--- config.mk ---
export PLATFORM = sky130hd
export DESIGN_NAME = vfc_control
export DESIGN_NICKNAME = d
export VERILOG_FILES = /design/src/include/vfc_pkg.sv /design/src/include/vfc_stream_if.sv /design/src/hdl/vfc_control.sv /design/src/hdl/vfc_fifo.sv
export SDC_FILE = /design/constraint.sdc
export NUM_CORES = 1
export LEC_CHECK = 0
export BUFFER_PORTS_ARGS = -buffer_cell sky130_fd_sc_hd__buf_2
export CORE_MARGIN = 10
export CORE_UTILIZATION = 45
export CTS_BUF_LIST = sky130_fd_sc_hd__clkbuf_4 sky130_fd_sc_hd__clkbuf_8
export CTS_CLUSTER_DIAMETER = 100
export DETAILED_ROUTE_END_ITERATION = 8
export GPL_ROUTABILITY_DRIVEN = 0
export GPL_TIMING_DRIVEN = 0
export SLEW_MARGIN = 40
export SYNTH_ARGS = -nofsm -noshare
export SYNTH_HDL_FRONTEND = slang
export SYNTH_SLANG_ARGS = --single-unit
--- constraint.sdc ---
create_clock -name clk_i -period 9.1 [get_ports clk_i]
set_clock_uncertainty 0.15 [all_clocks]
set_input_delay 0.455 -clock clk_i [delete_from_list [all_inputs] [get_ports clk_i]]
set_output_delay 0.455 -clock clk_i [all_outputs]
set_load 0.1 [all_outputs]
--- src/include/vfc_pkg.sv ---
// Constants shared by the voice front end control block and its FIFO.
// Assumes a 200 MHz system clock; all registers are eight bits wide, holding one-bit fields, nibble fields or whole-byte codes.
package vfc_pkg;

  // Register indices carried in the high nibble of the instruction byte.
  localparam logic [3:0] REG_PATH = 4'h1;
  localparam logic [3:0] REG_RX_DATA = 4'h2;
  localparam logic [3:0] REG_TX_DATA = 4'h3;
  localparam logic [3:0] REG_ROUTE = 4'h4;
  localparam logic [3:0] REG_TX_GAIN = 4'h5;
  localparam logic [3:0] REG_RX_GAIN = 4'h6;
  localparam logic [3:0] REG_TONE = 4'h7;
  localparam logic [3:0] REG_FREQ_A = 4'h8;
  localparam logic [3:0] REG_FREQ_B = 4'h9;
  localparam int REG_FIRST = 1;
  localparam int REG_LAST = 9;

  // Instruction byte: bit 2 set asks for a read.
  localparam int CMD_READ_BIT = 2;

  // Field positions in path_and_slot_control.
  localparam int RX_PATH_HOST_INJECT = 4;
  localparam int TX_PIN_HOST_SUBSTITUTE = 3;
  localparam int VOICE_ENABLE = 2;
  localparam int CHANNEL_PICK_HIGH = 1;
  localparam int CHANNEL_PICK_LOW = 0;

  // Field positions in audio_input_routing.
  localparam int MIC_CHOICE = 7;
  localparam int TX_INPUT_ON = 6;
  localparam int SIDETONE_ON = 5;
  localparam int AUX_TO_SPEAKER_AMP = 4;
  localparam int TONEGEN_TO_LOUDSPEAKER = 3;
  localparam int TONEGEN_TO_EARPIECE = 2;
  localparam int SPEECH_TO_LOUDSPEAKER = 1;
  localparam int SPEECH_TO_EARPIECE = 0;

  // Field positions in tone_generator_control.
  localparam int TONE_A_ON = 3;
  localparam int TONE_B_ON = 2;
  localparam int WAVE_SHAPE = 1;
  localparam int TONEGEN_TO_TX_PATH = 0;

  // Nibble fields: upper and lower halves of the gain registers.
  localparam int HI_NIB_MSB = 7;
  localparam int HI_NIB_LSB = 4;
  localparam int LO_NIB_MSB = 3;
  localparam int LO_NIB_LSB = 0;

  // Every register comes up cleared.
  localparam logic [7:0] REG_RESET = 8'h00;

  // Tone attenuator steps in dB and the extra offset of generator b.
  localparam logic [4:0] TONE_STEP_DB = 5'h03;
  localparam logic [4:0] TONE_ATT_LOW_DB = 5'h18;
  localparam logic [4:0] TONE_ATT_MAX_DB = 5'h1B;
  localparam logic [4:0] TONE_B_OFFSET_DB = 5'h02;

  // Frequency = code / 0.128 Hz, done by a 32-bit phase accumulator.
  localparam logic [63:0] CLK_HZ = 64'd200_000_000;
  localparam logic [63:0] FREQ_DIV_MILLISEC = 64'd128;
  localparam logic [31:0] TONE_INC_K =
    32'((64'h1_0000_0000 * 64'd1000) / (FREQ_DIV_MILLISEC * CLK_HZ));

  // PCM slot geometry and the data FIFO shape.
  localparam int SLOT_BITS = 8;
  localparam logic [5:0] BIT_CNT_MAX = 6'h3F;
  localparam int FIFO_WIDTH = 8;
  localparam int FIFO_DEPTH = 16;

endpackage

--- src/include/vfc_stream_if.sv ---
// Valid/ready carrier between the control block and its data FIFO.
// Assumes both ends share one clock.
`timescale 1ns/1ps
interface vfc_stream_if #(
  parameter int WIDTH = 8
);
  logic in_valid;
  logic in_ready;
  logic [WIDTH-1:0] in_data;
  logic out_valid;
  logic out_ready;
  logic [WIDTH-1:0] out_data;

  modport fifo (input in_valid, input in_data, output in_ready,
                output out_valid, output out_data, input out_ready);
  modport user (output in_valid, output in_data, input in_ready,
                input out_valid, input out_data, output out_ready);
endinterface

--- src/hdl/vfc_control.sv ---
// Control register set of a telephone voice front end, with its PCM byte path.
// Assumes serial control and PCM pins are synchronous to clk_i and slow against it.
`timescale 1ns/1ps
module vfc_control (
  input wire logic clk_i,
  input wire logic resetn_i,
  // Serial control link.
  input wire logic cs_n_i,
  input wire logic cclk_i,
  input wire logic ci_i,
  output logic co_o,
  output logic co_oe_n_o,
  // PCM link.
  input wire logic gci_mode_i,
  input wire logic fs_i,
  input wire logic bclk_i,
  input wire logic dr_i,
  output logic dx_o,
  output logic dx_oe_n_o,
  // Encoder byte and decoder stream.
  input wire logic [7:0] tx_enc_data_i,
  output logic [7:0] rx_dec_data_o,
  output logic rx_dec_valid_o,
  input wire logic rx_dec_ready_i,
  output logic rx_dec_drop_o,
  // Analog steering.
  output logic mic_choice_o,
  output logic tx_input_on_o,
  output logic sidetone_on_o,
  output logic aux_to_speaker_amp_o,
  output logic tonegen_to_loudspeaker_o,
  output logic tonegen_to_earpiece_o,
  output logic speech_to_loudspeaker_o,
  output logic speech_to_earpiece_o,
  output logic tonegen_to_tx_path_o,
  output logic [3:0] tx_gain_db_o,
  output logic [3:0] sidetone_att_code_o,
  output logic [3:0] earpiece_att_db_o,
  output logic [4:0] speaker_att_db_o,
  // Tone generator.
  output logic wave_shape_o,
  output logic [1:0] tone_square_o,
  output logic [15:0] tone_phase_o,
  output logic [4:0] tone_a_att_db_o,
  output logic [4:0] tone_b_att_db_o
);

  typedef enum logic [1:0] {
    VFC_SER_IDLE,
    VFC_SER_CMD,
    VFC_SER_DATA,
    VFC_SER_DONE
  } vfc_ser_t;

  ////////////////////////////////////////////////////////////////////////////
  // Reset release.

  logic [1:0] rst_sync;
  wire rst_n;

  // Assert at once, release after two clean edges.
  always_ff @(posedge clk_i or negedge resetn_i) begin
    if (!resetn_i) begin
      rst_sync <= 2'h0;
    end else begin
      rst_sync <= {rst_sync[0], 1'b1};
    end
  end
  assign rst_n = rst_sync[1];

  ////////////////////////////////////////////////////////////////////////////
  // Serial control link: instruction byte then data byte.

  vfc_ser_t ser_state;
  vfc_ser_t next_ser_state;
  logic cclk_q;
  logic [2:0] ser_bits;
  logic [7:0] ser_in;
  logic [7:0] ser_out;
  logic [3:0] cmd_idx;
  logic cmd_read;
  logic [7:0] cfg [vfc_pkg::REG_LAST+1];
  logic [7:0] rx_capture;
  wire cclk_rise;
  wire cclk_fall;
  wire byte_done;
  wire [7:0] shifted_in;
  wire cmd_is_read;
  wire wr_commit;
  wire idx_mapped;
  wire [3:0] rd_idx;
  wire rd_mapped;
  wire [7:0] rd_data;

  assign cclk_rise = cclk_i & ~cclk_q & ~cs_n_i;
  assign cclk_fall = ~cclk_i & cclk_q & ~cs_n_i;
  assign byte_done = cclk_rise & (ser_bits == 3'h7);
  assign shifted_in = {ser_in[6:0], ci_i};
  assign cmd_is_read = shifted_in[vfc_pkg::CMD_READ_BIT];
  assign idx_mapped = (cmd_idx >= 4'(vfc_pkg::REG_FIRST))
                    & (cmd_idx <= 4'(vfc_pkg::REG_LAST));
  // The read index is the byte arriving now; cmd_idx still holds the previous one.
  assign rd_idx = shifted_in[7:4];
  assign rd_mapped = (rd_idx >= 4'(vfc_pkg::REG_FIRST)) & (rd_idx <= 4'(vfc_pkg::REG_LAST));
  // Only the second byte's last edge commits a write.
  assign wr_commit = byte_done & (ser_state == VFC_SER_DATA) & ~cmd_read & idx_mapped;

  // Received data reads the captured byte; the transmit override is write only.
  assign rd_data = (rd_idx == vfc_pkg::REG_RX_DATA) ? rx_capture :
                   (rd_idx == vfc_pkg::REG_TX_DATA) ? 8'h00 :
                   rd_mapped ? cfg[rd_idx] : 8'h00;

  // Raising chip select aborts any half-sent instruction.
  always_comb begin
    next_ser_state = ser_state;
    case (ser_state)
      VFC_SER_IDLE: next_ser_state = cs_n_i ? VFC_SER_IDLE : VFC_SER_CMD;
      VFC_SER_CMD: begin
        if (cs_n_i) begin
          next_ser_state = VFC_SER_IDLE;
        end else if (byte_done) begin
          next_ser_state = VFC_SER_DATA;
        end
      end
      VFC_SER_DATA: begin
        if (cs_n_i) begin
          next_ser_state = VFC_SER_IDLE;
        end else if (byte_done) begin
          next_ser_state = VFC_SER_DONE;
        end
      end
      VFC_SER_DONE: next_ser_state = cs_n_i ? VFC_SER_IDLE : VFC_SER_DONE;
      default: next_ser_state = VFC_SER_IDLE;
    endcase
  end

  // Input sampled on rising clock edges; read data leaves on falling edges.
  always_ff @(posedge clk_i or negedge rst_n) begin
    if (!rst_n) begin
      ser_state <= VFC_SER_IDLE;
      cclk_q <= 1'b0;
      ser_bits <= 3'h0;
      ser_in <= 8'h00;
      ser_out <= 8'h00;
      cmd_idx <= 4'h0;
      cmd_read <= 1'b0;
      co_o <= 1'b0;
      co_oe_n_o <= 1'b1;
    end else begin
      ser_state <= next_ser_state;
      cclk_q <= cclk_i;
      ser_bits <= (cs_n_i || ser_state == VFC_SER_IDLE) ? 3'h0 :
                  cclk_rise ? ser_bits + 3'h1 : ser_bits;
      ser_in <= cclk_rise ? shifted_in : ser_in;
      if (byte_done && ser_state == VFC_SER_CMD) begin
        cmd_idx <= shifted_in[7:4];
        cmd_read <= cmd_is_read;
      end
      if (byte_done && ser_state == VFC_SER_CMD) begin
        ser_out <= rd_data;
      end else if (cclk_fall && ser_state == VFC_SER_DATA && cmd_read) begin
        ser_out <= {ser_out[6:0], 1'b0};
      end
      if (cclk_fall && ser_state == VFC_SER_DATA && cmd_read) begin
        co_o <= ser_out[7];
      end
      // Released once chip select rises or the last data bit was clocked.
      co_oe_n_o <= cs_n_i ? 1'b1 :
                   (cclk_fall && ser_state == VFC_SER_DATA && cmd_read) ? 1'b0 :
                   (ser_state != VFC_SER_DATA) ? 1'b1 : co_oe_n_o;
    end
  end

  ////////////////////////////////////////////////////////////////////////////
  // Register storage, one byte per index.

  // Frequency codes are stored as plain unsigned bytes, msb at bit 7.
  always_ff @(posedge clk_i or negedge rst_n) begin
    if (!rst_n) begin
      for (int i = 0; i <= vfc_pkg::REG_LAST; i++) begin
        cfg[i] <= vfc_pkg::REG_RESET;
      end
    end else if (wr_commit) begin
      cfg[cmd_idx] <= shifted_in;
    end
  end

  wire [7:0] path_cfg = cfg[vfc_pkg::REG_PATH];
  wire [7:0] route_cfg = cfg[vfc_pkg::REG_ROUTE];
  wire [7:0] txg_cfg = cfg[vfc_pkg::REG_TX_GAIN];
  wire [7:0] rxg_cfg = cfg[vfc_pkg::REG_RX_GAIN];
  wire [7:0] tone_cfg = cfg[vfc_pkg::REG_TONE];
  wire voice_on = path_cfg[vfc_pkg::VOICE_ENABLE];

  ////////////////////////////////////////////////////////////////////////////
  // PCM slot timing, capture and transmit.

  logic bclk_q;
  logic [5:0] bit_cnt;
  logic [7:0] rx_shift;
  logic [7:0] tx_shift;
  logic push_valid;
  logic [7:0] push_data;
  wire bclk_rise;
  wire bclk_fall;
  wire [1:0] slot_sel;
  wire [5:0] slot_start;
  wire in_slot;
  wire last_bit;
  wire [7:0] tx_src;
  wire [7:0] rx_src;
  wire [7:0] rx_next_shift;
  wire [5:0] cnt_next;
  wire tx_slot;
  wire [7:0] tx_word;

  assign bclk_rise = bclk_i & ~bclk_q;
  assign bclk_fall = ~bclk_i & bclk_q;
  // Four slots in GCI mode, otherwise only the low bit picks slot one or two.
  assign slot_sel = gci_mode_i ?
    {path_cfg[vfc_pkg::CHANNEL_PICK_HIGH], path_cfg[vfc_pkg::CHANNEL_PICK_LOW]} :
    {1'b0, path_cfg[vfc_pkg::CHANNEL_PICK_LOW]};
  assign slot_start = 6'({slot_sel, 3'h0});
  assign in_slot = (bit_cnt >= slot_start) && (bit_cnt < slot_start + 6'(vfc_pkg::SLOT_BITS));
  assign last_bit = (bit_cnt == slot_start + 6'(vfc_pkg::SLOT_BITS - 1));
  assign tx_src = path_cfg[vfc_pkg::TX_PIN_HOST_SUBSTITUTE] ?
                  cfg[vfc_pkg::REG_TX_DATA] : tx_enc_data_i;
  assign rx_next_shift = {rx_shift[6:0], dr_i};
  assign rx_src = path_cfg[vfc_pkg::RX_PATH_HOST_INJECT] ?
                  cfg[vfc_pkg::REG_RX_DATA] : rx_next_shift;
  // Transmit looks at the count this rise moves to, so slot bit k leaves at start+k.
  assign cnt_next = fs_i ? 6'h00 :
                    (bit_cnt == vfc_pkg::BIT_CNT_MAX) ? bit_cnt : bit_cnt + 6'h1;
  assign tx_slot = (cnt_next >= slot_start) && (cnt_next < slot_start + 6'(vfc_pkg::SLOT_BITS));
  assign tx_word = fs_i ? tx_src : tx_shift;

  // Bit count restarts at frame sync and holds at BIT_CNT_MAX (63).
  always_ff @(posedge clk_i or negedge rst_n) begin
    if (!rst_n) begin
      bclk_q <= 1'b0;
      bit_cnt <= vfc_pkg::BIT_CNT_MAX;
      tx_shift <= 8'h00;
      dx_o <= 1'b0;
      dx_oe_n_o <= 1'b1;
    end else begin
      bclk_q <= bclk_i;
      if (bclk_rise) begin
        bit_cnt <= cnt_next;
        tx_shift <= tx_slot ? {tx_word[6:0], 1'b0} : tx_word;
        dx_o <= tx_slot & tx_word[7];
        dx_oe_n_o <= ~(tx_slot & voice_on);
      end
    end
  end

  // Slot bits are taken on falling edges; the frame's byte lands after the last.
  always_ff @(posedge clk_i or negedge rst_n) begin
    if (!rst_n) begin
      rx_shift <= 8'h00;
      rx_capture <= 8'h00;
      push_valid <= 1'b0;
      push_data <= 8'h00;
    end else begin
      if (bclk_fall && in_slot) begin
        rx_shift <= rx_next_shift;
      end
      if (bclk_fall && last_bit) begin
        rx_capture <= rx_next_shift;
      end
      // A full FIFO refuses the frame rather than stalling the PCM clock.
      push_valid <= bclk_fall & last_bit & voice_on;
      push_data <= (bclk_fall && last_bit) ? rx_src : push_data;
    end
  end

  ////////////////////////////////////////////////////////////////////////////
  // Decoder stream through the FIFO.

  vfc_stream_if #(.WIDTH(vfc_pkg::FIFO_WIDTH)) dec_q ();
  wire take_word;

  assign dec_q.in_valid = push_valid;
  assign dec_q.in_data = push_data;
  assign take_word = dec_q.out_valid & (~rx_dec_valid_o | rx_dec_ready_i);
  assign dec_q.out_ready = take_word;

  vfc_fifo #(
    .WIDTH(vfc_pkg::FIFO_WIDTH),
    .DEPTH(vfc_pkg::FIFO_DEPTH)
  ) u_dec_fifo (
    .clk_i(clk_i),
    .rst_n_i(rst_n),
    .port(dec_q.fifo)
  );

  // Output holding stage keeps the decoder port registered.
  always_ff @(posedge clk_i or negedge rst_n) begin
    if (!rst_n) begin
      rx_dec_data_o <= 8'h00;
      rx_dec_valid_o <= 1'b0;
      rx_dec_drop_o <= 1'b0;
    end else begin
      rx_dec_valid_o <= take_word | (rx_dec_valid_o & ~rx_dec_ready_i);
      rx_dec_data_o <= take_word ? dec_q.out_data : rx_dec_data_o;
      rx_dec_drop_o <= push_valid & ~dec_q.in_ready;
    end
  end

  ////////////////////////////////////////////////////////////////////////////
  // Analog steering and gain codes.

  wire [3:0] tone_code = tone_cfg[vfc_pkg::HI_NIB_MSB:vfc_pkg::HI_NIB_LSB];
  wire [4:0] tone_att;
  // Three dB steps to -21, then -24 and -27 at the top of the code range.
  assign tone_att = tone_code[3] ?
    (tone_code[0] ? vfc_pkg::TONE_ATT_MAX_DB : vfc_pkg::TONE_ATT_LOW_DB) :
    5'(tone_code[2:0] * vfc_pkg::TONE_STEP_DB);

  always_ff @(posedge clk_i or negedge rst_n) begin
    if (!rst_n) begin
      mic_choice_o <= 1'b0;
      tx_input_on_o <= 1'b0;
      sidetone_on_o <= 1'b0;
      aux_to_speaker_amp_o <= 1'b0;
      tonegen_to_loudspeaker_o <= 1'b0;
      tonegen_to_earpiece_o <= 1'b0;
      speech_to_loudspeaker_o <= 1'b0;
      speech_to_earpiece_o <= 1'b0;
      tonegen_to_tx_path_o <= 1'b0;
      tx_gain_db_o <= 4'h0;
      sidetone_att_code_o <= 4'h0;
      earpiece_att_db_o <= 4'h0;
      speaker_att_db_o <= 5'h00;
      wave_shape_o <= 1'b0;
      tone_a_att_db_o <= 5'h00;
      tone_b_att_db_o <= 5'h00;
    end else begin
      mic_choice_o <= route_cfg[vfc_pkg::MIC_CHOICE];
      tx_input_on_o <= route_cfg[vfc_pkg::TX_INPUT_ON];
      sidetone_on_o <= route_cfg[vfc_pkg::SIDETONE_ON] & route_cfg[vfc_pkg::TX_INPUT_ON];
      aux_to_speaker_amp_o <= route_cfg[vfc_pkg::AUX_TO_SPEAKER_AMP];
      tonegen_to_loudspeaker_o <= route_cfg[vfc_pkg::TONEGEN_TO_LOUDSPEAKER];
      tonegen_to_earpiece_o <= route_cfg[vfc_pkg::TONEGEN_TO_EARPIECE];
      speech_to_loudspeaker_o <= route_cfg[vfc_pkg::SPEECH_TO_LOUDSPEAKER];
      speech_to_earpiece_o <= route_cfg[vfc_pkg::SPEECH_TO_EARPIECE];
      tonegen_to_tx_path_o <= tone_cfg[vfc_pkg::TONEGEN_TO_TX_PATH];
      tx_gain_db_o <= txg_cfg[vfc_pkg::HI_NIB_MSB:vfc_pkg::HI_NIB_LSB];
      sidetone_att_code_o <= txg_cfg[vfc_pkg::LO_NIB_MSB:vfc_pkg::LO_NIB_LSB];
      earpiece_att_db_o <= rxg_cfg[vfc_pkg::HI_NIB_MSB:vfc_pkg::HI_NIB_LSB];
      speaker_att_db_o <= {rxg_cfg[vfc_pkg::LO_NIB_MSB:vfc_pkg::LO_NIB_LSB], 1'b0};
      wave_shape_o <= tone_cfg[vfc_pkg::WAVE_SHAPE];
      tone_a_att_db_o <= tone_att;
      tone_b_att_db_o <= tone_att + vfc_pkg::TONE_B_OFFSET_DB;
    end
  end

  ////////////////////////////////////////////////////////////////////////////
  // Tone generators: phase accumulators, a at index 0, b at index 1.

  // Bursts are not timed here; the host toggles the enables itself.
  for (genvar g = 0; g < 2; g++) begin : g_tone
    logic [31:0] phase;
    wire on = tone_cfg[g == 0 ? vfc_pkg::TONE_A_ON : vfc_pkg::TONE_B_ON];
    wire [7:0] code = cfg[g == 0 ? vfc_pkg::REG_FREQ_A : vfc_pkg::REG_FREQ_B];
    // Step is code times 2^32 / (0.128 * clock rate), truncated.
    wire [31:0] step = 32'(code * vfc_pkg::TONE_INC_K);
    always_ff @(posedge clk_i or negedge rst_n) begin
      if (!rst_n) begin
        phase <= 32'h0000_0000;
      end else begin
        phase <= on ? phase + step : 32'h0000_0000;
      end
    end
    always_ff @(posedge clk_i or negedge rst_n) begin
      if (!rst_n) begin
        tone_square_o[g] <= 1'b0;
        tone_phase_o[g*8 +: 8] <= 8'h00;
      end else begin
        tone_square_o[g] <= on & phase[31];
        tone_phase_o[g*8 +: 8] <= on ? phase[31:24] : 8'h00;
      end
    end
  end

endmodule // vfc_control

--- src/hdl/vfc_fifo.sv ---
// Flip-flop FIFO with valid/ready on both sides.
// Assumes a synchronous, released reset from the parent.
`timescale 1ns/1ps
module vfc_fifo #(
  parameter int WIDTH = 8,
  parameter int DEPTH = 16
) (
  input wire logic clk_i,
  input wire logic rst_n_i,
  vfc_stream_if.fifo port
);
  localparam int AW = $clog2(DEPTH);
  localparam logic [AW:0] DEPTH_W = (AW+1)'(DEPTH);

  logic [WIDTH-1:0] mem [DEPTH];
  logic [AW-1:0] wr_ptr;
  logic [AW-1:0] rd_ptr;
  logic [AW:0] count;
  wire do_push;
  wire do_pop;

  // Full and empty come straight from the occupancy count.
  assign port.in_ready = (count != DEPTH_W);
  assign port.out_valid = (count != '0);
  assign port.out_data = mem[rd_ptr];
  assign do_push = port.in_valid & port.in_ready;
  assign do_pop = port.out_valid & port.out_ready;

  // Storage is written only; no reset needed on the data words.
  always_ff @(posedge clk_i) begin
    if (do_push) begin
      mem[wr_ptr] <= port.in_data;
    end
  end

  // Pointers wrap naturally since the depth is a power of two.
  always_ff @(posedge clk_i or negedge rst_n_i) begin
    if (!rst_n_i) begin
      wr_ptr <= '0;
      rd_ptr <= '0;
      count <= '0;
    end else begin
      wr_ptr <= do_push ? wr_ptr + 1'b1 : wr_ptr;
      rd_ptr <= do_pop ? rd_ptr + 1'b1 : rd_ptr;
      count <= count + (AW+1)'(do_push) - (AW+1)'(do_pop);
    end
  end
endmodule // vfc_fifo

==> run_results.csv <==
group,metric,value,unit
run_status,status,"finished clean",
layout,area_delta_synth_final,14.7,%
global_route,gr-max-usage-layer,"met2",
layout,drive_above_1_share,0.236,
critical_path,slowest_stage,"fa_1",
floorplan,core-area,45600,um2
synth,syn_area_per_cell,13.0,um2
route,drc_errors,0,
clock_tree,root_buffer,"clkbuf_8",
critical_path,critPathMaxStageDelay,550,ps
layout,fillers,3917,
run,drv_cap,0,
floorplan,initial_utilization,0.458,
route,routed_wl,45000,um
synth,synthCells,1611,
critical_path,worst-setup-path-type,"reg -> reg",
route,routedWlPerCell,18.4,um
clock_tree,cts_tree,"done",
clock_tree,path_clk_slew,60,ps
critical_path,crit_top_cell,"inv_1",
timing,rsz0062_at_grt,"no",
synth,synth-edff-count,128,
power,peakVddDrop,209,uV
layout,num-nets-final,1986,
synth,synthesis.area,20900,um2
timing,fmax,195,MHz
placed_design,hpwl,32500,um
placed_design,place_inst,2302,
synth,ys_warn_count,0,
global_route,grt_pass1_vias,13446,
synth,ys_seq_area_frac,0.530,
timing,setup_viol,0,
global_route,gr-usage-met3,0.0289,
synth,synth_fp_nets,1811,
timing,relSlewSlack,0.459,
layout,fin_cells,2447,
critical_path,startpoint_type,"register",
synth,yosysUniqueCellTypes,63,
worst_hold_path,min_path_type,"reg -> async",
layout,seq_area,11100,um2
floorplan,ios,87,
synth,ys.flop_type,"dfrtp_1",
clock_tree,cts.sinks,416,
route,ant_nets,0,
critical_path,cpLargestDelayFamily,"adder cells",
global_route,grt_start_max_net_pins,42,
critical_path,cp_max_fo,9,
timing,fin_tns_setup,0,ps
clock_tree,cts_buffer_depth,3,
critical_path,crit_cells,19,
clock_tree,htreeDepth,3,
critical_path,reg2reg_depth,19,
synth,synthArstFlopShare,0.692,
floorplan,rows,78,
global_route,grt_first_pass_wirelength,73500,um
route,drt-initial-drc-count,631,
layout,multi_input_area,8850,um2
global_route,grt_use_met2,0.276,
clock_tree,clock_latency,650,ps
floorplan,die_h,235,um
global_route,overflow,0,
critical_path,cp-end-kind,"register",
timing,min_period_over_period,0.563,
critical_path,crit_buf_inv,6,
critical_path,crit_arrival,5540,ps
global_route,grt_usage,0.164,
layout,fin_util,0.525,
route,vias,12552,
synth,ys_ff_latch,416,
route,drt-pass1-iter-count,5,
global_route,grtUsageMet1,0.209,
power,p_leak,11.1,nW
floorplan,die_x,235,um
placed_design,io_buffers,83,
timing,slew_violations,0,
route,vias_per_cell,5.13,
clock_tree,cts_buffers,74,
critical_path,cp.required,9520,ps
timing,worst_slew_pin_slew,807,ps
critical_path,cp_cell_sequence,"inv_1 > fa_1 > inv_1 > ha_1 > ha_1 > inv_1 > fa_1 > inv_1 > ha_1 > inv_1 > fa_1 > nand2b_1 > a211oi_1 > o31ai_1 > o31a_1 > buf_2 > and4b_1 > xor2_1 > and2_1",
timing,min_period,5120,ps
timing,hold_viol,0,
global_route,antenna_found_initial,0,
power,p_per_area,206,nW/um2
floorplan,die_area,55400,um2
clock_tree,cts_resized,0,
layout,diodes,0,
==> cells by family after synthesis <==
| kind of cell | synth area share |
|---|---|
| AO/OA/AOI/OAI | 0.0495 |
| XOR/XNOR | 0.0227 |
| adder cells (fa/ha/maj) | 0.129 |
| buffers and inverters | 0.0483 |
| flip-flops | 0.530 |
| multiplexers | 0.135 |
| other | 0.000360 |
| AND/OR/NAND/NOR | 0.0846 |
==> worst paths after layout <==
kind / startpoint / endpoint / slack [ps]
max: g_tone[0].code[2]$_DFFE_PN0P_ / g_tone[0].phase[31]$_DFF_PN0_ / 3980
min: rst_sync[1]$_DFF_PN0_ / g_tone[0].phase[25]$_DFF_PN0_ / 170
max reg2reg: g_tone[0].code[2]$_DFFE_PN0P_ / g_tone[0].phase[31]$_DFF_PN0_ / 3980
min reg2reg: rst_sync[1]$_DFF_PN0_ / g_tone[0].phase[25]$_DFF_PN0_ / 170
max in group asynchronous: rst_sync[1]$_DFF_PN0_ / bit_cnt[3]$_DFFE_PN1P_ / 7180
min in group clk_i: tx_enc_data_i[7] / dx_o$_DFFE_PN0P_ / 200
==> cell usage after synthesis, types with 18 or more instances <==
master,n,share of area
mux2i_1,33,0.016
dfrtp_1,280,0.34
o21ai_0,34,0.0082
nand2b_1,18,0.0054
xnor2_1,29,0.012
a211oi_1,20,0.0072
nor2b_1,19,0.0057
nor2_1,80,0.014
edfxtp_1,128,0.18
nor3_1,23,0.0055
xor2_1,25,0.010
a21oi_1,58,0.014
nand3_1,18,0.0043
clkbuf_1,41,0.0074
ha_1,126,0.076
inv_1,192,0.035
and2_1,51,0.015
mux4_2,55,0.059
nand2_1,73,0.013
mux2_2,111,0.060
fa_1,56,0.054
==> cell usage in the layout (no fill, tap or decap), types with 10 or more instances in the layout <==
cell	n
nor2b_1	19
dfrtp_1	279
xor2_1	25
clkbuf_4	28
and3_1	12
nand2b_1	18
nor3_1	18
clkbuf_1	41
ha_1	126
o21ai_0	34
clkbuf_8	83
fa_1	56
o22ai_1	10
mux2i_1	33
mux2_2	111
mux4_2	55
nand2_1	73
nor2_1	74
xnor2_1	29
a211oi_1	20
nand3_1	18
and2_1	51
a21oi_1	58
buf_2	92
nand4_1	12
edfxtp_1	128
inv_1	192
==> stage by stage <==
stage               total power, mW  hold slack, ps  area, um2  worst slack (ps)
floorplan                      2.87            9.41      20900               343
global placement               3.12            89.7      22000             -3430
detailed placement             3.14            91.7      22200              3980
CTS                            5.00             149      23900              3990
global route                   5.17             215      23900              3680
finish                         4.93             165      23900              3980
==> where the power goes <==
| group | internal, mW | total (mW) | switching, mW |
|---|---|---|---|
| clock network | 1.05 | 1.84 | 0.793 |
| logic | 0.386 | 0.971 | 0.585 |
| registers | 2.03 | 2.12 | 0.0861 |
| total | 3.47 | 4.93 | 1.46 |
==> flip-flops by register name (all words and copies together) (netlist names), 5 cells and up <==
signal,count
tone_phase_o,16
txg_cfg,8
bit_cnt,6
rx_shift,7
tx_shift,8
u_dec_fifo.count,5
ser_in,7
path_cfg,8
rxg_cfg,8
g_tone.code,16
cfg,23
rx_dec_data_o,8
tone_b_att_db_o,5
tone_cfg,8
ser_out,8
g_tone.phase,64
u_dec_fifo.mem,128
rx_capture,8
route_cfg,8
dec_q.in_data,8
==> what timing repair did <==
item / in CTS / in global routing
setup endpoints to repair: 0 / 0
buffers inserted: 0 / 0
hold buffers: 8 / 0
endpoints found under the hold margin: 13 / 0
==> cell type report <==
cell class / instances / share of cell area
sequential: 416 / 0.462
multi-input combinational: 936 / 0.370
clock buffer: 111 / 0.0565
tap: 600 / 0.0314
inverter: 193 / 0.0303
timing repair buffer: 99 / 0.0274
buffer: 66 / 0.0119
clock inverter: 26 / 0.0101
==> routing by layer <==
metal | up-vias | part of all wire
met5 | - | 0
met4 | 0 | 0.024
met3 | 73 | 0.037
met2 | 200 | 0.50
met1 | 6321 | 0.44
li1 | 5958 | -
Power figures use the tool's default switching activity.
